### src/common/srka_defs.svh
`ifndef SRKA_DEFS_SVH
`define SRKA_DEFS_SVH

// register byte offsets
`define SRKA_OFF_CTRL 8'h00
`define SRKA_OFF_CFG 8'h04
`define SRKA_OFF_STATUS 8'h08
`define SRKA_OFF_TIMER 8'h0c

// control register field positions
`define SRKA_CTRL_LVL_LO 8
`define SRKA_CTRL_DUAL_GO 12
`define SRKA_CTRL_DUAL_MOD 13
`define SRKA_CTRL_DEM_GO 14
`define SRKA_CTRL_DEM_DS 15
`define SRKA_CTRL_DEM_MOD 16

// reset values
`define SRKA_HOP_LIM_RST 4'h2
`define SRKA_LOCAL_SWITCH_IDENTIFIER_RST 8'hff

`endif

### src/common/srka_pkg.sv
package srka_pkg;

   // packet kinds seen on receive and issued on transmit
   typedef enum logic [3:0] {
      SRKA_K_NONE,
      SRKA_K_REGISTRATION_RESPONSE,
      SRKA_K_PROMO_REQ,
      SRKA_K_PROMO_ACK,
      SRKA_K_DEMOTE,
      SRKA_K_ALV_REQ,
      SRKA_K_ALV_RSP,
      SRKA_K_ALV_ACK,
      SRKA_K_ARQ_DATA,
      SRKA_K_CONN_REQ,
      SRKA_K_CONN_CLS,
      SRKA_K_GRP_JOIN,
      SRKA_K_GRP_LEAVE,
      SRKA_K_NODE_PROMO
   } srka_kind_t;

   // functional state of the node
   typedef enum logic [1:0] {
      SRKA_DISC,
      SRKA_LEAF,
      SRKA_RELAY
   } srka_role_t;

   // one alive packet held for hop retransmission
   typedef struct packed {
      logic busy;
      logic up;
      logic due;
      logic [7:0] seq;
      logic [3:0] rtl;
      logic [3:0] cnt;
      logic [3:0] rec;
   } srka_slot_t;

endpackage : srka_pkg

### src/design/srka_engine.sv
// Notes on behaviour
// - second promotion for dual beacons sends promotion packets with dual flag one
// - second promotion request carries own local switch identifier in switch id field
// - demotion with dual flag 1 stops named beacon; flag 0 demotes fully to leaf
// - after dual slot allocation broadcasts go twice; one copy stops on demotion
// - same data received in both modulations is detected and duplicate discarded
// - demotion packets carry own identifier, attachment ignored, modulation sent as zero for full demotion
// - completed demotion stops beacons at once and changes relay to leaf
// - single liveness timer; expiry means unregistered and disconnected state
// - timer loads from registration response, refreshed by alive and promotion requests
// - leaf restarts timer on new reliable data or connection/group control to itself
// - relay restarts timer when transmitting alive response for node below
// - relay retransmits unacknowledged alive at most limit times, one frame apart
// - received alive request or response gets link acknowledgement at once, priority 0
// - retransmitted alive is acknowledged again but not forwarded
// - exhausted downward alive request starts alive response toward coordinator
// - decrement remaining-retransmission field per retry; discard when already zero
// - hop counts fill records level 1 onward; nearest hops sum into first
// - invalid uplink records ignored; first alive exchange after registration invalid
// - relay queues configured count of alive requests and of responses
// - alternate alive flag from registration is honoured for legacy mode
//
// Local design decisions: the APB slave port and the register addresses.
`timescale 1ns/1ns
`include "srka_defs.svh"

module srka_engine
   import srka_pkg::*;
#(
   parameter int CONC = 2
)(
   input wire logic sys_clk,
   input wire logic rst_n,
   input wire logic [7:0] paddr,
   input wire logic psel,
   input wire logic penable,
   input wire logic pwrite,
   input wire logic [31:0] pwdata,
   output logic [31:0] prdata,
   output logic pready,
   output logic pslverr,
   input wire logic frame_tick,
   input wire logic rx_valid,
   input wire srka_kind_t rx_kind,
   input wire logic rx_for_self,
   input wire logic rx_ds,
   input wire logic rx_mod,
   input wire logic [15:0] rx_time,
   input wire logic [7:0] rx_seq,
   input wire logic [3:0] rx_rtl,
   input wire logic [3:0] rx_depth,
   input wire logic [3:0] rx_rec_num,
   input wire logic rx_valu,
   input wire logic [7:0] rx_uprec,
   input wire logic rx_new,
   input wire logic rx_alt_flag,
   input wire logic rx_data_valid,
   input wire logic rx_data_mod,
   input wire logic [15:0] rx_data_tag,
   output logic tx_valid,
   output srka_kind_t tx_kind,
   output logic tx_ds,
   output logic tx_mod,
   output logic [7:0] tx_sid,
   output logic [7:0] tx_seq,
   output logic [3:0] tx_rtl,
   output logic [3:0] tx_retx,
   output logic [3:0] tx_rec,
   output logic tx_prio0,
   output logic rx_data_drop,
   output logic bcast_twice,
   output srka_role_t role,
   output logic beacon_a_on,
   output logic beacon_b_on
);

   localparam int NS = 2 * CONC;

   typedef struct packed {
      srka_role_t role;
      logic reg_ok;
      logic bcn_a;
      logic bcn_b;
      logic bcast;
      logic legacy;
      logic valu;
      logic first_alv;
      logic [15:0] tmr;
      logic [15:0] last_t;
      logic [7:0] local_switch_identifier;
      logic [3:0] lvl;
      logic [3:0] hop_lim;
      logic dual_go;
      logic dual_mod;
      logic dem_go;
      logic dem_ds;
      logic dem_mod;
      logic ack_go;
      logic [7:0] ack_seq;
      logic rsp_go;
      logic [7:0] rsp_seq;
      logic last_ok;
      logic [7:0] last_seq;
      logic [7:0] uprec;
      logic [7:0] drops;
      logic dat_ok;
      logic dat_mod;
      logic [15:0] dat_tag;
      srka_slot_t [NS-1:0] sl;
      logic tx_v;
      srka_kind_t tx_k;
      logic tx_ds;
      logic tx_mod;
      logic [7:0] tx_sid;
      logic [7:0] tx_seq;
      logic [3:0] tx_rtl;
      logic [3:0] tx_retx;
      logic [3:0] tx_rec;
      logic tx_p0;
      logic drop;
      logic pready;
      logic pslverr;
      logic [31:0] prdata;
   } srka_st_t;

   srka_st_t q;
   srka_st_t d;
   logic sent;
   logic found;
   logic dup;
   logic [3:0] rec_i;

   // record slot for this hop; hops nearest the coordinator share record 0
   function automatic logic [3:0] rec_slot(input logic [3:0] lvl, input logic [3:0] depth,
                                           input logic [3:0] num);
      logic [3:0] skip;
      skip = (depth > num) ? 4'(depth - num) : 4'h0;
      if (lvl <= 4'(skip + 4'h1))
         rec_slot = 4'h0;
      else
         rec_slot = 4'(lvl - skip - 4'h1);
   endfunction : rec_slot

   function automatic logic hit(input logic [7:0] a);
      hit = (a == `SRKA_OFF_CTRL) || (a == `SRKA_OFF_CFG) ||
            (a == `SRKA_OFF_STATUS) || (a == `SRKA_OFF_TIMER);
   endfunction : hit

   always_comb
   begin
      d = q;
      sent = 1'b0;
      found = 1'b0;
      dup = q.last_ok && (rx_seq == q.last_seq);
      rec_i = rec_slot(q.lvl, rx_depth, rx_rec_num);
      d.tx_v = 1'b0;
      d.tx_p0 = 1'b0;
      d.drop = 1'b0;
      d.pready = 1'b0;
      d.pslverr = 1'b0;

      // liveness timer counts frames down
      if (frame_tick && q.reg_ok)
      begin
         if (q.tmr <= 16'h0001)
         begin
            d.reg_ok = 1'b0;
            d.role = SRKA_DISC;
            d.bcn_a = 1'b0;
            d.bcn_b = 1'b0;
            d.tmr = 16'h0000;
            d.sl = '0;
         end
         else
            d.tmr = q.tmr - 16'h0001;
      end

      // transmit arbitration; link acks go first so they leave at once
      if (q.ack_go)
      begin
         d.ack_go = 1'b0;
         d.tx_v = 1'b1;
         d.tx_k = SRKA_K_ALV_ACK;
         d.tx_seq = q.ack_seq;
         d.tx_p0 = 1'b1;
         sent = 1'b1;
      end
      else if (q.dual_go)
      begin
         d.dual_go = 1'b0;
         d.tx_v = 1'b1;
         d.tx_k = SRKA_K_NODE_PROMO;
         d.tx_ds = 1'b1;
         d.tx_mod = q.dual_mod;
         d.tx_sid = q.local_switch_identifier;
         sent = 1'b1;
      end
      else if (q.dem_go)
      begin
         // own identifier, modulation zero unless partial
         d.dem_go = 1'b0;
         d.tx_v = 1'b1;
         d.tx_k = SRKA_K_DEMOTE;
         d.tx_ds = q.dem_ds;
         d.tx_mod = q.dem_ds & q.dem_mod;
         d.tx_sid = q.local_switch_identifier;
         sent = 1'b1;
      end
      else if (q.rsp_go)
      begin
         d.rsp_go = 1'b0;
         d.tx_v = 1'b1;
         d.tx_k = SRKA_K_ALV_RSP;
         d.tx_seq = q.rsp_seq;
         d.tx_sid = q.local_switch_identifier;
         sent = 1'b1;
      end
      for (int i = 0; i < NS; i++)
         if (!sent && q.sl[i].busy && q.sl[i].due)
         begin
            sent = 1'b1;
            d.sl[i].due = 1'b0;
            d.tx_v = 1'b1;
            d.tx_k = q.sl[i].up ? SRKA_K_ALV_RSP : SRKA_K_ALV_REQ;
            d.tx_seq = q.sl[i].seq;
            d.tx_rtl = q.sl[i].rtl;
            d.tx_retx = q.sl[i].cnt;
            d.tx_rec = q.sl[i].rec;
            d.tx_sid = q.local_switch_identifier;
            if (q.sl[i].up && q.reg_ok)
               d.tmr = q.last_t;
         end

      // hop retransmission, one frame between attempts; after arbitration so a new response is not cleared
      if (frame_tick)
         for (int i = 0; i < NS; i++)
            if (q.sl[i].busy && !q.sl[i].due)
            begin
               if (q.sl[i].cnt >= q.hop_lim)
               begin
                  d.sl[i].busy = 1'b0;
                  if (!q.sl[i].up)
                  begin
                     d.rsp_go = 1'b1;
                     d.rsp_seq = q.sl[i].seq;
                  end
               end
               else if (q.sl[i].rtl == 4'h0)
                  d.sl[i].busy = 1'b0;
               else
               begin
                  d.sl[i].rtl = q.sl[i].rtl - 4'h1;
                  d.sl[i].cnt = q.sl[i].cnt + 4'h1;
                  d.sl[i].due = 1'b1;
               end
            end

      // register bus: answer one cycle after setup
      if (psel && !penable)
      begin
         d.pready = 1'b1;
         d.pslverr = !hit(paddr);
         case (paddr)
            `SRKA_OFF_CTRL: d.prdata = {15'h0000, q.dem_mod, q.dem_ds, q.dem_go, q.dual_mod, q.dual_go,
                                        q.lvl, q.local_switch_identifier};
            `SRKA_OFF_CFG: d.prdata = {28'h0000000, q.hop_lim};
            `SRKA_OFF_STATUS: d.prdata = {8'h00, q.uprec, q.drops, 1'b0, q.valu, q.legacy, q.reg_ok,
                                          q.bcn_b, q.bcn_a, q.role};
            `SRKA_OFF_TIMER: d.prdata = {q.last_t, q.tmr};
            default: d.prdata = 32'h00000000;
         endcase
      end
      if (psel && penable && q.pready && pwrite)
         case (paddr)
            `SRKA_OFF_CTRL:
            begin
               d.local_switch_identifier = pwdata[7:0];
               d.lvl = pwdata[`SRKA_CTRL_LVL_LO +: 4];
               // go bits only set; the engine clears them when sent
               if (pwdata[`SRKA_CTRL_DUAL_GO] && q.role == SRKA_RELAY)
               begin
                  d.dual_go = 1'b1;
                  d.dual_mod = pwdata[`SRKA_CTRL_DUAL_MOD];
               end
               if (pwdata[`SRKA_CTRL_DEM_GO] && q.role == SRKA_RELAY)
               begin
                  d.dem_go = 1'b1;
                  d.dem_ds = pwdata[`SRKA_CTRL_DEM_DS];
                  d.dem_mod = pwdata[`SRKA_CTRL_DEM_MOD];
               end
            end
            `SRKA_OFF_CFG: d.hop_lim = pwdata[3:0];
            default: d.hop_lim = q.hop_lim;
         endcase

      // same tag in the other modulation is a duplicate
      if (rx_data_valid)
      begin
         if (q.dat_ok && q.dat_tag == rx_data_tag && q.dat_mod != rx_data_mod)
         begin
            d.drop = 1'b1;
            d.dat_ok = 1'b0;
         end
         else
         begin
            d.dat_ok = 1'b1;
            d.dat_tag = rx_data_tag;
            d.dat_mod = rx_data_mod;
         end
      end

      // received control traffic; handled last so events win over clears
      if (rx_valid)
         case (rx_kind)
            SRKA_K_REGISTRATION_RESPONSE:
               if (rx_for_self)
               begin
                  d.tmr = rx_time;
                  d.last_t = rx_time;
                  d.legacy = rx_alt_flag;
                  if (!q.reg_ok)
                  begin
                     d.reg_ok = 1'b1;
                     d.role = SRKA_LEAF;
                     d.first_alv = 1'b1;
                     d.valu = 1'b0;
                  end
               end
            SRKA_K_PROMO_REQ:
               if (rx_for_self && q.reg_ok)
               begin
                  d.tmr = rx_time;
                  d.last_t = rx_time;
               end
            SRKA_K_PROMO_ACK:
               if (q.reg_ok)
               begin
                  d.role = SRKA_RELAY;
                  if (rx_mod)
                     d.bcn_b = 1'b1;
                  else
                     d.bcn_a = 1'b1;
               end
            SRKA_K_DEMOTE:
               if (q.role == SRKA_RELAY)
               begin
                  if (rx_ds)
                  begin
                     if (rx_mod)
                        d.bcn_b = 1'b0;
                     else
                        d.bcn_a = 1'b0;
                  end
                  else
                  begin
                     d.bcn_a = 1'b0;
                     d.bcn_b = 1'b0;
                     d.role = SRKA_LEAF;
                  end
               end
            SRKA_K_ALV_REQ, SRKA_K_ALV_RSP:
               if (q.reg_ok)
               begin
                  d.ack_go = 1'b1;
                  d.ack_seq = rx_seq;
                  d.last_ok = 1'b1;
                  d.last_seq = rx_seq;
                  if (rx_kind == SRKA_K_ALV_REQ && rx_for_self)
                  begin
                     d.tmr = rx_time;
                     d.last_t = rx_time;
                     if (!dup)
                     begin
                        d.valu = rx_valu && !q.first_alv;
                        if (rx_valu && !q.first_alv)
                           d.uprec = rx_uprec;
                        d.first_alv = 1'b0;
                        d.rsp_go = 1'b1;
                        d.rsp_seq = rx_seq;
                     end
                  end
                  else if (!dup && q.role == SRKA_RELAY && !q.legacy)
                  begin
                     for (int i = 0; i < NS; i++)
                        if (!found && !q.sl[i].busy &&
                            ((i >= CONC) == (rx_kind == SRKA_K_ALV_RSP)))
                        begin
                           found = 1'b1;
                           d.sl[i].busy = 1'b1;
                           d.sl[i].up = (rx_kind == SRKA_K_ALV_RSP);
                           d.sl[i].due = 1'b1;
                           d.sl[i].seq = rx_seq;
                           d.sl[i].rtl = rx_rtl;
                           d.sl[i].cnt = 4'h0;
                           d.sl[i].rec = rec_i;
                        end
                     if (!found)
                        d.drops = q.drops + 8'h01;
                  end
               end
            SRKA_K_ALV_ACK:
               for (int i = 0; i < NS; i++)
                  if (q.sl[i].busy && q.sl[i].seq == rx_seq)
                     d.sl[i].busy = 1'b0;
            SRKA_K_ARQ_DATA:
               // new reliable data for a leaf
               if (q.role == SRKA_LEAF && rx_for_self && rx_new)
                  d.tmr = q.last_t;
            SRKA_K_CONN_REQ, SRKA_K_CONN_CLS, SRKA_K_GRP_JOIN, SRKA_K_GRP_LEAVE:
               if (q.role == SRKA_LEAF && rx_for_self)
                  d.tmr = q.last_t;
            default: d.tmr = d.tmr;
         endcase

      // broadcasts doubled while both beacons run
      d.bcast = d.bcn_a && d.bcn_b;
   end

   // the whole state in one register
   always_ff @(posedge sys_clk or negedge rst_n)
   begin
      if (!rst_n)
      begin
         q <= '0;
         q.hop_lim <= `SRKA_HOP_LIM_RST;
         q.local_switch_identifier <= `SRKA_LOCAL_SWITCH_IDENTIFIER_RST;
      end
      else
         q <= d;
   end

   assign prdata = q.prdata;
   assign pready = q.pready;
   assign pslverr = q.pslverr;
   assign tx_valid = q.tx_v;
   assign tx_kind = q.tx_k;
   assign tx_ds = q.tx_ds;
   assign tx_mod = q.tx_mod;
   assign tx_sid = q.tx_sid;
   assign tx_seq = q.tx_seq;
   assign tx_rtl = q.tx_rtl;
   assign tx_retx = q.tx_retx;
   assign tx_rec = q.tx_rec;
   assign tx_prio0 = q.tx_p0;
   assign rx_data_drop = q.drop;
   assign bcast_twice = q.bcast;
   assign role = q.role;
   assign beacon_a_on = q.bcn_a;
   assign beacon_b_on = q.bcn_b;
endmodule : srka_engine

### config.mk
export PLATFORM = sky130hd
export DESIGN_NAME = srka_engine
export DESIGN_NICKNAME = d
export VERILOG_FILES = /design/src/common/srka_pkg.sv /design/src/design/srka_engine.sv
export VERILOG_INCLUDE_DIRS = /design/src /design/src/common
export SDC_FILE = /design/constraint.sdc
export NUM_CORES = 1
export LEC_CHECK = 0
export BUFFER_PORTS_ARGS = -buffer_cell sky130_fd_sc_hd__clkbuf_2
export CAP_MARGIN = 20
export CORE_MARGIN = 2
export CORE_UTILIZATION = 59
export CTS_CLUSTER_DIAMETER = 50
export DETAILED_ROUTE_END_ITERATION = 6
export PLACE_DENSITY = 0.83
export RECOVER_POWER = 25
export SETUP_SLACK_MARGIN = 0.15
export SLEW_MARGIN = 20
export SYNTH_ARGS = -nofsm -noshare
export SYNTH_HDL_FRONTEND = slang
export SYNTH_SLANG_ARGS = --single-unit
### constraint.sdc
create_clock -name sys_clk -period 2.8 [get_ports sys_clk]
set_input_delay 0 -clock sys_clk [delete_from_list [all_inputs] [get_ports sys_clk]]
set_output_delay 0 -clock sys_clk [all_outputs]
set_load 0.01 [all_outputs]
==> flow_metrics.env, run 1 <==
export IMPL_dieWidth_um=169
export IMPL_synth_compound_area_share_pct=16.3
export IMPL_fin_crit_sh_pct=93.1
export IMPL_syn_inst=1705
export IMPL_coreArea_mm2=0.0270
export IMPL_fin_skew_ns=0.0196
export IMPL_clkSlewWorstSetupHoldPaths_ns=0.06
export IMPL_clkSinkCount=278
export IMPL_hold_violations=0
export IMPL_finalSetupViolCount=0
export IMPL_dp_slack_ns=-0.162
export IMPL_regArea_mm2=0.00697
export IMPL_worst_path_max_fanout=9
export IMPL_cts_buffers_inserted=31
export IMPL_hold_slack_ns=0.0476
export IMPL_yosysSeqAreaShare_pct=43.1
export IMPL_clk_path_buf_depth=3
export IMPL_cts_max_level=1
export IMPL_critPathLaunchType="flip-flop"
export IMPL_gp_congestion=0.922
export IMPL_multi_input_area_mm2=0.00804
export IMPL_final_max_slew_viol_count=151
export IMPL_diodes=0
export IMPL_syn_nets=1866
export IMPL_drc=0
export IMPL_cp_end_kind="flip-flop"
export IMPL_antenna_found_initial=0
export IMPL_io_pins=195
export IMPL_track_usage_pct=32.9
export IMPL_synthTopCellsByCount="269 x dfrtp_1, 254 x nand2_1, 99 x nor2_1, 90 x o21ai_0, 79 x mux2_2"
export IMPL_clk_insertion_delay_late_ns=0.58
export IMPL_cp_slowest_cell="o311ai_0"
export IMPL_tns_ns=0
export IMPL_layout_setup_ws_ns=0.194
export IMPL_final_nets=2067
export IMPL_rows=60
export IMPL_p_leak_nw=8.55
export IMPL_synthFlopType="dfrtp_1"
export IMPL_drt_first_pass_iters=6
export IMPL_place_port_buffers=179
export IMPL_period_needed_ns=2.61
export IMPL_route_vias_total=14458
export IMPL_violations="max-capacitance violations, max-slew violations"
export IMPL_drive_gt1_share_pct=22.2
export IMPL_cp_cell_sequence="inv_1 > ha_1 > a2111o_1 > and3_1 > o311ai_0 > a31oi_1 > o21ai_1"
export IMPL_critPathKind="flip-flop to flip-flop"
export IMPL_max_stage_delay_ns=0.64
export IMPL_yosys_top_cells_area="dfrtp_1 42%, nand2_1 5.9%, mux2_2 5.5%, xnor2_1 3.5%, buf_4 3.2%"
export IMPL_fillers=1884
export IMPL_synthesis_area_mm2=0.0162
export IMPL_synth_xor_area_share_pct=4.45
export IMPL_grt_pass1_vias=14305
export IMPL_yosys_area_top_type="dfrtp_1"
export IMPL_post_route_cell_area_mm2=0.0190
export IMPL_die_area_mm2=0.0287
export IMPL_status="finished, violations left"
export IMPL_fin_util_pct=70.6
export IMPL_synth_area_per_cell_um2=9.47
export IMPL_synth_top_family_by_area="simple AND/OR/NAND/NOR gates"
export IMPL_fmax_mhz=384
export IMPL_crit_arrival_ns=3.11
export IMPL_rsz0062_at_grt="yes"
export IMPL_synth_cell_types=85
export IMPL_initial_core_util_pct=59.9
export IMPL_cp_required_ns=3.30
export IMPL_synth_mux_area_share_pct=7.27
export IMPL_relSlewSlack_pct=-14.7
export IMPL_cts_root_buffer="clkbuf_16"
export IMPL_p_per_area_mw_per_mm2=673
export IMPL_max_cap_violations=2
export IMPL_synth_most_common_cell="dfrtp_1"
export IMPL_vias_per_cell=6.36
export IMPL_async_flop_share_pct=100
export IMPL_grt_max_degree=77
export IMPL_ant_nets=0
export IMPL_grt_overflow=0
export IMPL_wl_per_cell_um=21.3
export IMPL_grt_pass1_wl_um=75500
export IMPL_ys_ff_latch=278
export IMPL_cts_tree="built"
export IMPL_holdCritPathClass="input port to flip-flop"
export IMPL_postRouteWirelength_um=48300
export IMPL_worst_pin_slew_ns=1.72
export IMPL_syn2layout_area_growth_pct=17.8
export IMPL_dp_hpwl_um=32000
export IMPL_die_h_um=169
export IMPL_place_area_mm2=0.0170
export IMPL_peakVddDrop_uv=595
export IMPL_synth_simple_area_share_pct=18.1
export IMPL_yosysTopAreaCellShare_pct=41.7
export IMPL_synthAdderAreaFrac_pct=3.35
export IMPL_yosysWarningCount=0
export IMPL_synth_edf_count=0
export IMPL_drt_initial_drc_count=1518
-- repair_timing --
item                                   4_1_cts  5_1_grt
buffers inserted                             0        1
setup endpoints to repair                    0       21
resized for setup                            0       11
endpoints found under the hold margin      430        0
hold buffers                                91        0
-- power by group --
group	switching (W)	total (W)	internal [W]	leakage (nW)
Combinational	0.00169	0.00312	0.00143	4.39
Sequential	0.000747	0.00540	0.00465	3.64
Clock	0.00176	0.00429	0.00254	0.527
-- kinds of logic (layout without fill, tap and decap cells) --
group                      count (synthesis)  count (layout)
adders and majority gates                 42              42
DFF                                      278             278
xor gates and xnor gates                  82              82
buffers and inverters                    219             445
and+or+nand+nor                          593             593
muxes                                    105             105
AOI/OAI and AO/OA                        386             386
-- layer usage --
metal / up-vias / track usage, % / part of all wire [%]
li1: 6444 / - / -
met2: 864 / 53.1 / 47
met4: 0 / 15.0 / 5.0
met3: 192 / 7.00 / 9.4
met5: - / 0 / 0
met1: 6958 / 42.8 / 39
-- registers in the layout, summed over array words and instances (netlist names) --
register,cells
beacon_a_on,1
tx_kind,4
tx_ds,1
tx_rec,4
beacon_b_on,1
rx_data_drop,1
tx_seq,8
prdata,32
role,2
tx_valid,1
tx_mod,1
tx_retx,4
bcast_twice,1
tx_prio0,1
pready,1
pslverr,1
tx_rtl,4
tx_sid,8
q,202
-- stage by stage --
step                      total power (W)  std cells
final                              0.0128       2272
after global routing               0.0134       2272
after CTS                          0.0127       2271
after detailed placement          0.00832       2122
after global placement            0.00819       2122
after floorplan                   0.00739       1705
-- worst paths after layout --
| path | start | endpoint | slack, ns | depth (start not counted) |
|---|---|---|---|---|
| hold / removal | rx_valu | q[278] | 0.05 | 4 |
| hold reg to reg | tx_kind[2] | tx_kind[2] | 0.47 | 1 |
| max in group asynchronous | rst_n | q[276] | 0.57 | 3 |
| setup / recovery | q[230] | q[210] | 0.19 | 7 |
| setup reg to reg | q[230] | q[210] | 0.19 | 7 |
| min in group asynchronous | rst_n | q[241] | 0.46 | 2 |
-- cell usage in the layout, fill, tap and decap left out, drive strengths merged, types with 20 or more instances in the layout --
cell / synthesis / final
a211oi: 20 / 20
a21oi: 59 / 59
a22oi: 23 / 23
a31oi: 38 / 38
buf: 122 / 67
clkbuf: 47 / 221
dfrtp: 269 / 269
dlygate4sd3: 0 / 89
ha: 40 / 40
inv: 50 / 55
mux2: 79 / 79
mux2i: 24 / 24
nand2: 254 / 254
nand2b: 33 / 33
nand3: 40 / 40
nand4: 30 / 30
nor2: 100 / 100
nor2b: 20 / 20
nor3: 25 / 25
o21ai: 110 / 110
xnor2: 64 / 64
-- layout make-up --
class	instances	share of cell area, %
timing repair buffer	337	12.2
multi-input combinational	1208	42.2
inverter	50	0.986
clock inverter	18	1.21
tap	341	2.24
sequential	278	36.6
clock buffer	40	4.47
-- worst max-delay path, delay by kind of cell (launching register included) --
| kind | cells | cell delay, ns |
|---|---|---|
| adder cells (fa/ha/maj) | 1 | 0.30 |
| AO/OA/AOI/OAI | 4 | 1.32 |
| AND/OR/NAND/NOR | 1 | 0.28 |
| flip-flops | 1 | 0.54 |
| buffers and inverters | 1 | 0.11 |
(Power assumes the default switching activity.)
==> inputs of run 2 (changes only) <==
--- a/config.mk
+++ b/config.mk
@@ -9,10 +9,10 @@
 export BUFFER_PORTS_ARGS = -buffer_cell sky130_fd_sc_hd__clkbuf_2
 export CAP_MARGIN = 20
 export CORE_MARGIN = 2
-export CORE_UTILIZATION = 59
+export CORE_UTILIZATION = 54
 export CTS_CLUSTER_DIAMETER = 50
 export DETAILED_ROUTE_END_ITERATION = 6
-export PLACE_DENSITY = 0.83
+export PLACE_DENSITY = 0.8
 export RECOVER_POWER = 25
 export SETUP_SLACK_MARGIN = 0.15
 export SLEW_MARGIN = 20
==> constraint.sdc (replaced) <==
create_clock -name sys_clk -period 2.2 [get_ports sys_clk]
set_input_delay 0 -clock sys_clk [delete_from_list [all_inputs] [get_ports sys_clk]]
set_output_delay 0 -clock sys_clk [all_outputs]
set_load 0.01 [all_outputs]
==> run 2 against run 1 <==
Net effect:
- the run ends with design-rule violations, negative hold slack, max-capacitance violations, max-slew violations, negative setup slack left
- non-clock buffer count up 198
- clock skew decreased by 0.0067 ns
- via count grew 16%
- worst setup slack got worse by 0.53 ns
- critical path type unchanged
- critical endpoint is now q[209]
==> flow_metrics.env, run 2 (synthesized netlist as in run 1, its figures left out) <==
export IMPL_status="finished, violations left"
export IMPL_violations="design-rule violations, negative hold slack, max-capacitance violations, max-slew violations, negative setup slack"
export IMPL_clk_insertion_delay_late_ns=0.52
export IMPL_antenna_found_initial=1
export IMPL_cts_buffers_inserted=35
export IMPL_clk_path_buf_depth=3
export IMPL_hold_violations=2
export IMPL_place_port_buffers=179
export IMPL_fin_crit_sh_pct=116
export IMPL_die_area_mm2=0.0313
export IMPL_worstHoldStart="paddr[1]"
export IMPL_cts_root_buffer="clkbuf_16"
export IMPL_grt_pass1_wl_um=85100
export IMPL_max_stage_delay_ns=0.44
export IMPL_worst_path_max_fanout=17
export IMPL_critPathKind="flip-flop to flip-flop"
export IMPL_peakVddDrop_uv=599
export IMPL_layout_setup_ws_ns=-0.341
export IMPL_period_needed_ns=2.54
export IMPL_gp_congestion=0.956
export IMPL_ant_nets=0
export IMPL_postRouteWirelength_um=62300
export IMPL_dp_slack_ns=-0.626
export IMPL_io_pins=195
export IMPL_drt_initial_drc_count=2613
export IMPL_cts_tree="built"
export IMPL_timing_critical_path_mode_cell="buf_12"
export IMPL_p_leak_nw=10.2
export IMPL_p_per_area_mw_per_mm2=831
export IMPL_final_common_cell="dfrtp_1"
export IMPL_grt_pass1_vias=15695
export IMPL_worst_pin_slew_ns=2.01
export IMPL_route_vias_total=16709
export IMPL_clkSlewWorstSetupHoldPaths_ns=0.06
export IMPL_place_inst=2290
export IMPL_finalNonFillerCells=2526
export IMPL_finalSetupViolCount=74
export IMPL_max_cap_violations=1
export IMPL_hold_slack_ns=-0.0188
export IMPL_wl_per_cell_um=24.7
export IMPL_crit_arrival_ns=2.94
export IMPL_cts_max_level=2
export IMPL_final_max_slew_viol_count=78
export IMPL_rsz0062_at_grt="yes"
export IMPL_largest_reg_flops=202
export IMPL_die_h_um=177
export IMPL_dieWidth_um=177
export IMPL_initial_core_util_pct=54.6
export IMPL_holdCritPathClass="input port to flip-flop"
export IMPL_regMostFlops="q"
export IMPL_drive_gt1_share_pct=39.6
export IMPL_rrSetupSlack_ns=-0.34
export IMPL_fmax_mhz=393
export IMPL_cp_cell_sequence="inv_2 > buf_6 > ha_4 > o21a_1 > nor2_1 > buf_4 > buf_12 > nor4_4 > buf_12 > nand2b_1 > a31oi_2 > o21ai_1"
export IMPL_dp_hpwl_um=34500
export IMPL_syn2layout_area_growth_pct=40.8
export IMPL_holdPathEnd="prdata[3]"
export IMPL_cp_slowest_cell="nor4_4"
export IMPL_cp_end_kind="flip-flop"
export IMPL_rows=63
export IMPL_final_nets=2271
export IMPL_coreArea_mm2=0.0296
export IMPL_most_common_layout_cells="262 x dfrtp_1, 218 x nand2_1, 179 x clkbuf_2, 177 x buf_4, 91 x dlygate4sd3_1"
export IMPL_grt_max_degree=78
export IMPL_cp_required_ns=2.60
export IMPL_vias_per_cell=6.61
export IMPL_drc=13
export IMPL_fin_util_pct=76.9
export IMPL_track_usage_pct=34.4
export IMPL_relSlewSlack_pct=-34.1
export IMPL_grt_overflow=0
export IMPL_worst_r2r_startpoint="q[231]"
export IMPL_clkSinkCount=278
export IMPL_timing_rr_end="q[209]"
export IMPL_drt_first_pass_iters=7
export IMPL_fin_skew_ns=0.0130
export IMPL_rr_worst_depth=12
export IMPL_place_area_mm2=0.0183
export IMPL_post_route_cell_area_mm2=0.0227
export IMPL_critPathLaunchType="flip-flop"
export IMPL_hold_path_depth=5
## run 2: cell count changes in the layout (fill, tap and decap cells not counted), sizes merged
| cell | change |
|---|---|
| buf | +191 |
| clkinv | -2 |
| clkbuf | +13 |
| dlygate4sd3 | +2 |
| clkinvlp | +2 |
| diode | +1 |
| or3 | +1 |
| inv | -4 |
| a211o | +1 |
## run 2: metrics by stage
step           TNS [ns]  power [W]
2_1_floorplan     -3.04    0.00952
3_3_place_gp      -9.67     0.0110
3_5_place_dp     -13.35     0.0112
4_1_cts           -3.48     0.0177
5_1_grt          -17.03     0.0195
6_report         -11.84     0.0189
## run 2: cell type report
cell class	instances	area [µm²]
multi-input combinational	1210	9430
timing repair buffer	535	4410
clock inverter	14	195
inverter	50	205
clock buffer	48	1030
fill	1609	6820
tap	390	488
sequential	278	6980
antenna	1	2.50
## run 2: per-layer routing
metal / up-vias / global-route usage [%] / share of wire (%)
met2: 1375 / 58.2 / 47
met1: 8067 / 43.6 / 35
met4: 0 / 13.9 / 7.1
met3: 415 / 6.25 / 10
met5: - / 0 / 0
li1: 6852 / - / -
## run 2: worst max path at each step
stage | endpoint | start | cells after the start
global route | q[146] | q[229] | 9
detailed placement | q[97] | rx_depth[0] | 18
finish | q[209] | q[231] | 12
global placement | q[120] | rx_depth[0] | 18
floorplan | q[97] | rx_depth[0] | 17
CTS | q[77] | q[229] | 9
## run 2: timing repair
| action | in CTS | in global routing |
|---|---|---|
| cloned | 6 | 9 |
| pin swaps | 75 | 108 |
| hold endpoints to repair | 380 | 2 |
| gates resized for setup | 160 | 214 |
| hold buffers | 89 | 3 |
| buffers inserted | 29 | 38 |
| setup endpoints to repair | 132 | 185 |
## run 2: power by group
part           leakage, nW  internal (W)  switching [W]
clock network        0.589       0.00376        0.00231
registers             3.63       0.00593       0.000991
logic                 5.94       0.00286        0.00305
total                 10.2        0.0125        0.00635
## run 2: worst max-delay path: cells and delay by family (launching register included)
kind	cells	cell delay [ns]
simple gates	3	0.59
buf+inv	5	0.73
compound gates	3	0.45
flops	1	0.37
fa+ha+maj	1	0.27
==> inputs of run 3 (changes only) <==
--- a/config.mk
+++ b/config.mk
@@ -6,13 +6,14 @@
 export SDC_FILE = /design/constraint.sdc
 export NUM_CORES = 1
 export LEC_CHECK = 0
+export ABC_AREA = 1
 export BUFFER_PORTS_ARGS = -buffer_cell sky130_fd_sc_hd__clkbuf_2
 export CAP_MARGIN = 20
 export CORE_MARGIN = 2
 export CORE_UTILIZATION = 54
 export CTS_CLUSTER_DIAMETER = 50
 export DETAILED_ROUTE_END_ITERATION = 6
-export PLACE_DENSITY = 0.8
+export PLACE_DENSITY = 0.79
 export RECOVER_POWER = 25
 export SETUP_SLACK_MARGIN = 0.15
 export SLEW_MARGIN = 20
==> run 3 against run 2 <==
Net effect:
- the run ends with max-capacitance violations, max-slew violations, negative setup slack left
- sequential power fell by 5.2%
- global-route usage fell by 0.65 points
- largest power group unchanged
- core utilization fell by 7.7 points
- maximum frequency rose by 15%
- critical path depth rose by 2
==> flow_metrics.env, run 3 <==
export IMPL_status="finished, violations left"
export IMPL_violations="max-capacitance violations, max-slew violations, negative setup slack"
export IMPL_switching_power_w=0.00666
export IMPL_cp_required_ns=2.62
export IMPL_wl_per_cell_um=18.7
export IMPL_final_common_cell="nand2_1"
export IMPL_max_cap_violations=1
export IMPL_critPathKind="flip-flop to flip-flop"
export IMPL_intPower_w=0.0118
export IMPL_final_nets=2870
export IMPL_layout_setup_ws_ns=-0.0166
export IMPL_synthesis_area_mm2=0.0179
export IMPL_synth_edf_count=0
export IMPL_synthFlopType="dfrtp_1"
export IMPL_yosys_area_top_type="dfrtp_1"
export IMPL_regMostFlops="q"
export IMPL_yosys_top_cells_area="dfrtp_1 38%, nand2_1 12%, nand3_1 6.3%, inv_1 6.2%, o21ai_0 6.0%"
export IMPL_ys_ff_latch=278
export IMPL_rsz0062_at_grt="yes"
export IMPL_critPathLaunchType="flip-flop"
export IMPL_cts_max_level=2
export IMPL_vias_per_cell=5.78
export IMPL_antenna_found_initial=1
export IMPL_most_common_layout_cells="534 x nand2_1, 266 x inv_1, 266 x dfrtp_1, 214 x nand3_1, 178 x clkbuf_2"
export IMPL_cts_root_buffer="clkbuf_16"
export IMPL_fin_crit_sh_pct=101
export IMPL_final_max_slew_viol_count=141
export IMPL_initial_core_util_pct=54.9
export IMPL_grt_overflow=0
export IMPL_die_area_mm2=0.0346
export IMPL_p_per_area_mw_per_mm2=818
export IMPL_relSlewSlack_pct=-3.55
export IMPL_route_vias_total=18382
export IMPL_clk_insertion_delay_late_ns=0.53
export IMPL_drt_first_pass_iters=5
export IMPL_grt_pass1_wl_um=91900
export IMPL_cts_tree="built"
export IMPL_cts_buffers_inserted=38
export IMPL_gp_congestion=0.957
export IMPL_seqPwrFrac_pct=35.5
export IMPL_io_pins=195
export IMPL_synth_most_common_cell="nand2_1"
export IMPL_clockPowerShare_pct=33.9
export IMPL_place_inst=2999
export IMPL_drive_gt1_share_pct=23.4
export IMPL_holdCritPathClass="input port to flip-flop"
export IMPL_cp_end_kind="flip-flop"
export IMPL_crit_arrival_ns=2.63
export IMPL_syn_inst=2406
export IMPL_worst_pin_slew_ns=1.55
export IMPL_clk_path_buf_depth=3
export IMPL_dieWidth_um=186
export IMPL_dp_slack_ns=-0.536
export IMPL_finalNonFillerCells=3181
export IMPL_clkSlewWorstSetupHoldPaths_ns=0.06
export IMPL_syn_nets=2567
export IMPL_yosysSeqAreaShare_pct=38.9
export IMPL_hold_slack_ns=0.0271
export IMPL_grt_max_degree=112
export IMPL_yosysWarningCount=0
export IMPL_largest_reg_flops=202
export IMPL_worst_path_max_fanout=17
export IMPL_drt_initial_drc_count=1966
export IMPL_period_needed_ns=2.22
export IMPL_p_comb_share_pct=30.6
export IMPL_synth_cell_types=72
export IMPL_hold_violations=0
export IMPL_fmax_mhz=451
export IMPL_grt_pass1_vias=17480
export IMPL_async_flop_share_pct=100
export IMPL_yosysTopAreaCellShare_pct=37.6
export IMPL_postRouteWirelength_um=59400
export IMPL_die_h_um=186
export IMPL_ant_nets=0
export IMPL_tns_ns=-0.0315
export IMPL_switching_share_pct=36.0
export IMPL_track_usage_pct=33.7
export IMPL_synth_area_per_cell_um2=7.45
export IMPL_fin_skew_ns=0.0174
export IMPL_place_port_buffers=179
export IMPL_syn2layout_area_growth_pct=26.1
export IMPL_coreArea_mm2=0.0326
export IMPL_synthTopCellsByCount="555 x nand2_1, 294 x inv_1, 269 x dfrtp_1, 227 x nand3_1, 214 x o21ai_0"
export IMPL_p_leak_nw=11.4
export IMPL_drc=0
export IMPL_finalSetupViolCount=2
export IMPL_rows=66
export IMPL_clkSinkCount=278
export IMPL_peakVddDrop_uv=651
export IMPL_dp_hpwl_um=41200
==> run 3: changes by cell type after synthesis, moves of 20 or more <==
cell / change
nand2_1: +301
inv_1: +244
nand3_1: +187
o21ai_0: +124
mux2_2: -75
nor2_1: +61
xnor2_1: -47
nand2b_1: -33
a31oi_1: -26
mux2i_1: -24
xor2_1: +23
nor2b_1: -20
==> run 3: layout make-up <==
cell class	count	area (µm²)
Timing Repair Buffer	423	3130
Inverter	311	1210
Antenna cell	1	2.50
Sequential cell	278	6970
Clock buffer	49	1090
Fill cell	2587	10000
Tap cell	442	553
Clock inverter	20	199
Multi-Input combinational cell	1657	9430
==> run 3: cell families after synthesis <==
group           share of synthesized area [%]
xor+xnor                                 2.84
simple gates                             26.9
flops                                    38.9
compound gates                           16.1
fa+ha+maj                                3.02
buf+inv                                  12.0
mux                                     0.251
==> run 3: per-stage QoR <==
step	area, µm²	util (%)	power, W
4_1_cts	22100	67.9	0.0181
3_5_place_dp	19600	60.0	0.0116
3_3_place_gp	19600	60.0	0.0114
6_report	22600	69.3	0.0185
5_1_grt	22600	69.3	0.0194
2_1_floorplan	18000	-	0.00993
==> run 3: worst max-delay path, cell delays in order, from the launching register on <==
cell,delay [ns]
dfstp_2,0.60
inv_6,0.07
ha_4,0.28
inv_2,0.03
o21bai_1,0.12
nand3_1,0.12
nand3_2,0.14
nand2_2,0.09
buf_12,0.16
nand2_1,0.08
o21ai_2,0.05
nor2_1,0.11
o21bai_1,0.07
nand2_1,0.11
a21oi_2,0.06
==> run 3: per-layer routing <==
metal	global-route usage, %	part of all wire, %	vias up	wire length [µm]
li1	-	-	8528	-
met1	46.0	42	8767	25000
met2	54.9	46	928	27400
met3	5.33	8.3	159	4960
met4	11.7	3.5	0	2050
met5	0	0	-	0
==> run 3: power groups by stage <==
stage	clock (W)	combinational, W	sequential (W)
final	0.00627	0.00565	0.00656
after global routing	0.00654	0.00626	0.00664
after CTS	0.00633	0.00528	0.00649
after detailed placement	0	0.00500	0.00657
after global placement	0	0.00489	0.00654
after floorplan	0	0.00356	0.00637
==> run 3: path summary, 6_finish.rpt <==
path,start,end,slack [ns],cells past startpoint
setup / recovery,q[230],q[210],-0.02,14
hold / removal,pwrite,q[230],0.03,5
setup reg to reg,q[230],q[210],-0.02,14
hold reg to reg,q[168],q[168],0.47,2
max in group asynchronous,rst_n,q[269],0.57,3
min in group asynchronous,rst_n,q[151],0.62,3
==> run 3: what timing repair did <==
action / in CTS / in global routing
buffers inserted: 16 / 13
cloned: 1 / 1
endpoints found under the hold margin: 414 / 0
gates resized for setup: 103 / 131
endpoints found under the setup margin: 108 / 137
pin swaps: 25 / 30
hold buffers: 81 / 0
